File: config.mk
export PLATFORM = sky130hd
export DESIGN_NAME = mcu_interrupt_sequencer
export DESIGN_NICKNAME = d
export VERILOG_FILES = /design/src/core/irq_seq_pkg.sv /design/src/core/mcu_interrupt_sequencer.sv
export VERILOG_INCLUDE_DIRS = /design/src /design/src/core
export SDC_FILE = /design/constraint.sdc
export NUM_CORES = 1
export LEC_CHECK = 0
export BUFFER_PORTS_ARGS = -buffer_cell sky130_fd_sc_hd__buf_2
export CORE_ASPECT_RATIO = 1.4
export CORE_UTILIZATION = 46
export DETAILED_ROUTE_END_ITERATION = 6
export GPL_TIMING_DRIVEN = 0
export HOLD_SLACK_MARGIN = 0.03
export MAX_ROUTING_LAYER = met4
export PLACE_DENSITY = 0.88
export SLEW_MARGIN = 30
export SYNTH_ARGS = -nofsm -noshare
export SYNTH_HDL_FRONTEND = slang
export SYNTH_SLANG_ARGS = --single-unit
File: constraint.sdc
create_clock -name clk_sys -period 4.09 [get_ports clk_sys]
set_input_delay 1.227 -clock clk_sys [delete_from_list [all_inputs] [get_ports clk_sys]]
set_output_delay 1.227 -clock clk_sys [all_outputs]
set_load 0.05 [all_outputs]
File: src/core/irq_seq_map.svh
// Constants of the interrupt sequencer: vectors and widths.
// Assumes an 11-bit program counter and 4-bit core registers.
`ifndef IRQ_SEQ_MAP_SVH
`define IRQ_SEQ_MAP_SVH
`define PC_W          11
`define NIB_W         4
`define VEC_RESET     11'h000
`define VEC_WAKE      11'h004
`define VEC_SHARED    11'h008
`define SRC_TIMER1    0
`define SRC_TIMER2    1
`define SRC_RTC       2
`define SRC_N         3
`endif

File: src/core/irq_seq_pkg.sv
// Types of the interrupt sequencer.
// Assumes irq_seq_map.svh is on the include path.
`include "irq_seq_map.svh"
package irq_seq_pkg;
  typedef struct packed {
    logic [`PC_W-1:0]  pc;
    logic [`NIB_W-1:0] memory_page_high;
    logic [`NIB_W-1:0] table_data_high;
    logic              carry;
    logic              zero;
  } core_ctx_s;
  typedef enum logic [1:0] {
    EV_NONE,
    EV_RESET,
    EV_WAKE,
    EV_IRQ
  } entry_e;
endpackage

File: src/core/mcu_interrupt_sequencer.sv
// Interrupt acceptance, context save and return for a 4-bit core.
// Assumes the core applies pc_load/ctx_load in the cycle they are high.
// Assumes wake_ready is asynchronous and every other input is on clk_sys.
//
// Operation
// - Fetch 00H after reset, 04H after wake-up, 08H for all three sources.
// - Take interrupt only with flag and global enable set, plus its mask for a timer source.
// - Accept in the same cycle the request flag becomes one.
// - Save pc, page-high, table-high, carry and zero in one entry cycle.
// - Load the vector into pc in the same entry cycle.
// - Save the global enable into its shadow on entry, unless low-speed mode is left in the same cycle.
// - Then force the global enable to zero on entry.
// - Return instruction reloads pc, page-high, table-high, carry, zero from shadows.
// - Return instruction restores the global enable from its shadow, unless wake-up or low-speed exit falls in the same cycle.
// - Flags are not cleared on entry; a set flag re-enters after return.
// - A request in the same cycle as clearing enable may still be accepted.
// - On port wake-up, after clock stabilises, resume at the wake vector.
// - Waking from halt clears global enable and both timer masks.
// - Leaving low-speed mode for normal speed clears the global enable.
`timescale 1ns/10ps
`include "irq_seq_map.svh"
module mcu_interrupt_sequencer (
  input  wire logic                   clk_sys,
  input  wire logic                   rstn,
  input  wire logic [`SRC_N-1:0]      irq_flag_set,
  input  wire logic [`SRC_N-1:0]      irq_flag_clr,
  input  wire logic                   global_irq_enable_set,
  input  wire logic                   global_irq_enable_clr,
  input  wire logic                   timer1_irq_mask_wr,
  input  wire logic                   timer2_irq_mask_wr,
  input  wire logic                   mask_wdata,
  input  wire irq_seq_pkg::core_ctx_s core_ctx,
  input  wire logic                   return_from_interrupt,
  input  wire logic                   wake_ready,
  input  wire logic                   low_speed_exit,
  output logic                        pc_load,
  output logic [`PC_W-1:0]            pc_vector,
  output logic                        ctx_load,
  output irq_seq_pkg::core_ctx_s      ctx_restore,
  output logic                        global_irq_enable,
  output logic                        timer1_irq_mask,
  output logic                        timer2_irq_mask,
  output logic                        timer1_irq_flag,
  output logic                        timer2_irq_flag,
  output logic                        rtc_irq_flag,
  output logic                        irq_taken
);

  // ----------------------------------------------------------------
  // Request flags
  // ----------------------------------------------------------------
  logic [`SRC_N-1:0] flag_q;
  logic              wake_q1;
  logic              wake_q2;
  logic              wake_seen_q;
  logic              wake_evt;
  logic              take;

  // Flags are set by sources and cleared only by software; set wins.
  always_ff @(posedge clk_sys) begin
    if (!rstn) begin
      flag_q <= '0;
    end else begin
      flag_q <= (flag_q & ~irq_flag_clr) | irq_flag_set;
    end
  end

  assign timer1_irq_flag = flag_q[`SRC_TIMER1];
  assign timer2_irq_flag = flag_q[`SRC_TIMER2];
  assign rtc_irq_flag    = flag_q[`SRC_RTC];

  // ----------------------------------------------------------------
  // Wake-up synchroniser
  // ----------------------------------------------------------------
  // The second and third stages feed the edge detect; the third stage remembers the last level.
  always_ff @(posedge clk_sys) begin
    if (!rstn) begin
      wake_q1     <= 1'b0;
      wake_q2     <= 1'b0;
      wake_seen_q <= 1'b0;
    end else begin
      wake_q1     <= wake_ready;
      wake_q2     <= wake_q1;
      wake_seen_q <= wake_q2;
    end
  end

  assign wake_evt = wake_q2 & ~wake_seen_q;

  // ----------------------------------------------------------------
  // Helper functions
  // ----------------------------------------------------------------
  // Timer requests pass through their own mask; the clock request has none.
  function automatic logic [`SRC_N-1:0] masked_requests(input logic [`SRC_N-1:0] flags,
                                                         input logic              mask1,
                                                         input logic              mask2);
    masked_requests              = flags;
    masked_requests[`SRC_TIMER1] = flags[`SRC_TIMER1] & mask1;
    masked_requests[`SRC_TIMER2] = flags[`SRC_TIMER2] & mask2;
  endfunction

  // Maps a redirect event onto the address the core fetches from next.
  function automatic logic [`PC_W-1:0] entry_vector(input irq_seq_pkg::entry_e kind);
    case (kind)
      irq_seq_pkg::EV_RESET: entry_vector = `VEC_RESET;
      irq_seq_pkg::EV_WAKE:  entry_vector = `VEC_WAKE;
      irq_seq_pkg::EV_IRQ:   entry_vector = `VEC_SHARED;
      default:               entry_vector = `VEC_SHARED;
    endcase
  endfunction

  // ----------------------------------------------------------------
  // Acceptance
  // ----------------------------------------------------------------
  logic [`SRC_N-1:0] pending;

  assign pending = masked_requests(flag_q, timer1_irq_mask, timer2_irq_mask);

  // Flag registers one cycle after the set input, and acceptance falls in the
  // same cycle the flag becomes one. The enable is sampled as registered, so
  // a clear issued in the same cycle still lets one request through.
  always_comb begin
    take = global_irq_enable
         & (|pending)
         & ~wake_evt
         & ~return_from_interrupt;
  end

  // ----------------------------------------------------------------
  // Enable and masks
  // ----------------------------------------------------------------
  logic enable_shadow_q;

  // Wake-up and the speed switch outrank entry, which outranks return and software.
  always_ff @(posedge clk_sys) begin
    if (!rstn) begin
      global_irq_enable <= 1'b0;
      enable_shadow_q   <= 1'b0;
    end else if (wake_evt || low_speed_exit) begin
      global_irq_enable <= 1'b0;
    end else if (take) begin
      enable_shadow_q   <= global_irq_enable;
      global_irq_enable <= 1'b0;
    end else if (return_from_interrupt) begin
      global_irq_enable <= enable_shadow_q;
    end else if (global_irq_enable_set) begin
      global_irq_enable <= 1'b1;
    end else if (global_irq_enable_clr) begin
      global_irq_enable <= 1'b0;
    end
  end

  // Wake-up clears both masks; software writes each through its own strobe, both in one cycle if both are high.
  always_ff @(posedge clk_sys) begin
    if (!rstn) begin
      timer1_irq_mask <= 1'b0;
      timer2_irq_mask <= 1'b0;
    end else if (wake_evt) begin
      timer1_irq_mask <= 1'b0;
      timer2_irq_mask <= 1'b0;
    end else begin
      if (timer1_irq_mask_wr) begin
        timer1_irq_mask <= mask_wdata;
      end
      if (timer2_irq_mask_wr) begin
        timer2_irq_mask <= mask_wdata;
      end
    end
  end

  // ----------------------------------------------------------------
  // Context shadow and program counter redirection
  // ----------------------------------------------------------------
  irq_seq_pkg::core_ctx_s ctx_shadow_q;
  logic                   rst_pending_q;

  // The shadow moves only on entry, so a return always sees the last saved context.
  always_ff @(posedge clk_sys) begin
    if (!rstn) begin
      ctx_shadow_q <= '0;
    end else if (take) begin
      ctx_shadow_q <= core_ctx;
    end
  end

  // Held high through reset so the first cycle after release fetches the reset vector.
  always_ff @(posedge clk_sys) begin
    if (!rstn) begin
      rst_pending_q <= 1'b1;
    end else begin
      rst_pending_q <= 1'b0;
    end
  end

  // ----------------------------------------------------------------
  // Redirect decode
  // ----------------------------------------------------------------
  // Reset outranks wake-up, and wake-up outranks an interrupt entry.
  irq_seq_pkg::entry_e entry_kind;

  always_comb begin
    if (rst_pending_q) begin
      entry_kind = irq_seq_pkg::EV_RESET;
    end else if (wake_evt) begin
      entry_kind = irq_seq_pkg::EV_WAKE;
    end else if (take) begin
      entry_kind = irq_seq_pkg::EV_IRQ;
    end else begin
      entry_kind = irq_seq_pkg::EV_NONE;
    end
  end

  // Redirect strobes are combinational; the restored context is held in flops.
  assign pc_load     = (entry_kind != irq_seq_pkg::EV_NONE);
  assign pc_vector   = entry_vector(entry_kind);
  assign ctx_load    = return_from_interrupt & ~rst_pending_q;
  assign ctx_restore = ctx_shadow_q;
  assign irq_taken   = take;

endmodule

# Yosys cells after proc, flatten, opt, wreduce, memory -nomap -nowiden
# Cells that the tools add are included.
dict set report classes {
  muxes 8
  n_eq_ne 2
  n_bitwise 16
  reduce_logical 7
}
# operator count
set op_table {}
lappend op_table {{$pmux 4 s2} 1}
lappend op_table {{$and 1x1->1} 7}
lappend op_table {{$mux 2} 3}
lappend op_table {{$not 1->1} 6}
lappend op_table {{$reduce_or 3->1} 2}
lappend op_table {{$mux 1} 4}
lappend op_table {{$and 3x3->3} 1}
lappend op_table {{$not 3->3} 1}
lappend op_table {{$or 3x3->3} 1}
lappend op_table {{$reduce_bool 3->1} 1}
lappend op_table {{$eq 2x1->1 const B} 1}
lappend op_table {{$eq 2x2->1 const B} 1}
lappend op_table {{$reduce_and 2->1} 1}
lappend op_table {{$reduce_bool 2->1} 1}
lappend op_table {{$reduce_or 2->1} 1}
lappend op_table {{$logic_or 1x1->1} 1}
dict set report word_totals {
  elab_cells 47
  regBits 32
  out_inout_bits 41
  inputBits 37
}

# Depth between registers and ports, before layout
dict set report depth {
  word_depth 10
  depth_mapped 4
  ltp_nobuf 3
}

# Worst setup path before layout
# OpenSTA, ideal clock, no wires.
dict set report synth_timing {
  path_type {in2out}
  start {in return_from_interrupt}
  end {out pc_load}
  path_buffers 0
  stages 2
  path_slack_ps 705
  required_ps 2863
  t_arrival_ps 2158
  cell_sequence {nor4b_4 > nand2b_1}
}
dict set report synth_via {
  elab_chain_len 6
}
# item line_no
set synth_rtl {}
lappend synth_rtl {{start: declaration} mcu_interrupt_sequencer.sv:33} ;# input wire logic return_from_interrupt,
lappend synth_rtl {{$not 1->1} mcu_interrupt_sequencer.sv:126} ;# & ~return_from_interrupt;
lappend synth_rtl {{$and 1x1->1} mcu_interrupt_sequencer.sv:126}
lappend synth_rtl {{$mux 2} mcu_interrupt_sequencer.sv:206} ;# end else if (take) begin
lappend synth_rtl {{$mux 2} mcu_interrupt_sequencer.sv:204} ;# end else if (wake_evt) begin
lappend synth_rtl {{$mux 2} mcu_interrupt_sequencer.sv:202} ;# if (rst_pending_q) begin
lappend synth_rtl {{$reduce_bool 2->1} mcu_interrupt_sequencer.sv:214} ;# assign pc_load = (entry_kind != irq_seq_pkg::EV_NONE);
lappend synth_rtl {{end: declaration} mcu_interrupt_sequencer.sv:36} ;# output logic pc_load,
# No other way between the ends.

# Worst setup path in the final report
dict set report layout_timing {
  start {in return_from_interrupt}
  end {out irq_taken}
}
dict set report layout_via {
  elab_chain_len 2
}
# item line_no
set layout_rtl {}
lappend layout_rtl {{$not 1->1} mcu_interrupt_sequencer.sv:126}
lappend layout_rtl {{$and 1x1->1} mcu_interrupt_sequencer.sv:126}
lappend layout_rtl {{end: declaration} mcu_interrupt_sequencer.sv:46} ;# output logic irq_taken
# No other way between the ends.

==> run summary <==
CTS Root Cell - clkbuf_4
worst-margin pin slew - 0.5125 ns
vias per cell - 4.500
Leakage - 0.8958 nW
vias in the first global route - 1036
CTS resizes - 0
final worst path period need - 3.635 ns
Syn. warnings - 0
Worst EP required - 2.86 ns
CTS tree - yes
Core Rows - 22
# setup viols final - 0
# IOs - 78
CP Launch Type - primary input
final WL - 2772 um
Synth Instances - 144
pin count of the biggest net entering global routing - 11
Synth area leader - dfxtp_1
Hold/Removal Path Class - reg -> reg
fillers - 227
core footprint - 2670 um2
routability cong. - 0.7389
RSZ-0062 raised after global routing - false
postcts setup bufs - 0
H-tree depth - 2
#FFs+latches synth - 32
Clock Path Buffers - 2
Final Hold Vio Count - 0
Seq. cell area - 640.6 um2
Sink Count - 32
GR Util All Layers - 19.55%
# nets final - 264
crit-path max FO - 10
synth unique cells - 18
max-slew violations - 0
max_slew headroom - 65.69%
status - finished, final reports clean
area occupied by multi-input gates - 588.1 um2
Worst-Skew Late Latency - 0.32 ns
DRT iter0 DRCs - 10
fraction of final layout cells sized beyond drive strength 1 - 38.16%
area grow syn2layout - 35.86%
f_max - 275.1 MHz
power density over the cells - 335.6 nW/um2
final setup TNS - 0 ns
commonest cells after routing, fill and taps aside - 68 x buf_2, 44 x nand2_1, 32 x dfxtp_1
Seq/Total Area, Yosys - 48.44%
VDD IR-drop max - 0.2227 mV
Worst Clk Skew - 0.007744 ns
commonest non-fill, non-tap cell in the layout - buf_2
critical path type - in -> out
Post-Syn Area - 1323 um2
via count - 1188
die height - 65.44 um
first-pass GRT wire length - 4153 um
die area - 3096 um2
largest cells by area after synthesis - dfxtp_1 48%, mux2i_1 17%, nand2_1 12%, buf_4 5.1%, nor2_1 2.3%
Max Cap Viol - 0
antenna violations before repair - 0
Initial Util - 49.53%
PortBufs - 68
Critical Path Sink Type - output port
Final period util - 88.89%
TritonCTS buffer count - 5
share of the synthesized area in the top cell type - 48.44%
ANT nets after route - 0
total power - 0.6030 mW
post-synthesis area per instance - 9.184 um2
Worst EP arrival - 2.41 ns
HPWL Detailed - 2172 um
drt wl/cell - 10.50 um
grt total ovfl - 0
hold_buf cts - 0
Die Width - 47.32 um
# diodes - 0
DRC Markers - 0
dpl ws - 0.4490 ns
clk slew on worst S/H paths - 0.09 ns
Worst Slack Setup Final - 0.4545 ns
TritonRoute pass-1 iters - 4
==> through the flow <==
stage	hold slack [ns]	utilization, %	area (um2)	cells
floorplan	0.4119	-	1353	152
global placement	0.4151	65.09	1738	256
detailed placement	0.4268	65.09	1738	256
CTS	0.4464	67.29	1797	264
global route	0.4677	67.29	1797	264
finish	0.4450	67.29	1797	264
==> cell families (layout without fill, tap and decap cells) <==
kind of cell	after synthesis	count (layout)	share of synthesized area (%)
simple gates	61	61	20.34
buf+inv	20	96	9.365
other cells	1	9	0.2835
compound gates	7	7	4.163
mux	23	23	17.41
flops	32	32	48.44
==> cell type report <==
class,count,share of cell area [%]
plain buffers,16,6.058
clock buffers,8,3.273
inverters,4,0.8357
multi-input cells,100,32.73
flip-flops and latches,32,35.65
well taps,36,2.507
repair buffers,68,18.94
==> cell usage after synthesis (all sizes together) <==
library cell  instances
and2                  3
a2111oi               1
mux2i                23
o21bai                1
dfxtp                32
nor2                  8
conb                  1
a22o                  1
nand2                44
a221oi                1
a21oi                 3
inv                   4
clkbuf                5
nand2b                2
buf                  11
nor2b                 3
nor4b                 1
==> flip-flops by register name, summed over array words and instances (netlist names) <==
register	cells
rst_pending_q	1
wake_seen_q	1
ctx_restore	21
enable_shadow_q	1
wake_q1	1
global_irq_enable	1
wake_q2	1
timer1_irq_mask	1
flag_q	3
timer2_irq_mask	1
==> worst paths after layout <==
check	startpoint	endpoint	slack (ns)	depth (start not counted)
worst max register to register	flag_q[1]	ctx_restore[9]	2.59	4
worst max-delay path	return_from_interrupt	irq_taken	0.45	4
worst min register to register	wake_q1	wake_q2	0.45	1
worst min-delay path	wake_q1	wake_q2	0.45	1
==> worst max-delay path: stages <==
cell	delay, ns
buf_2	0.13
nor4b_4	0.52
buf_6	0.24
buf_2	0.28
==> where the power goes <==
part	internal [mW]	leakage [nW]	switching, mW
clock network	0.0848	0.0326	0.0967
logic	0.0327	0.603	0.0671
registers	0.318	0.260	0.00408
total	0.435	0.896	0.168
==> per-layer routing <==
layer / up-vias / wire [um] / GRT usage, % / share of wire (%)
li1: 609 / - / - / -
met1: 517 / 1104 / 19.38 / 40
met2: 55 / 1431 / 33.56 / 52
met3: 7 / 195 / 7.418 / 7.0
met4: 0 / 41 / 6.429 / 1.5
met5: - / 0 / - / 0
Note: power is estimated with default switching activity, not from simulation.
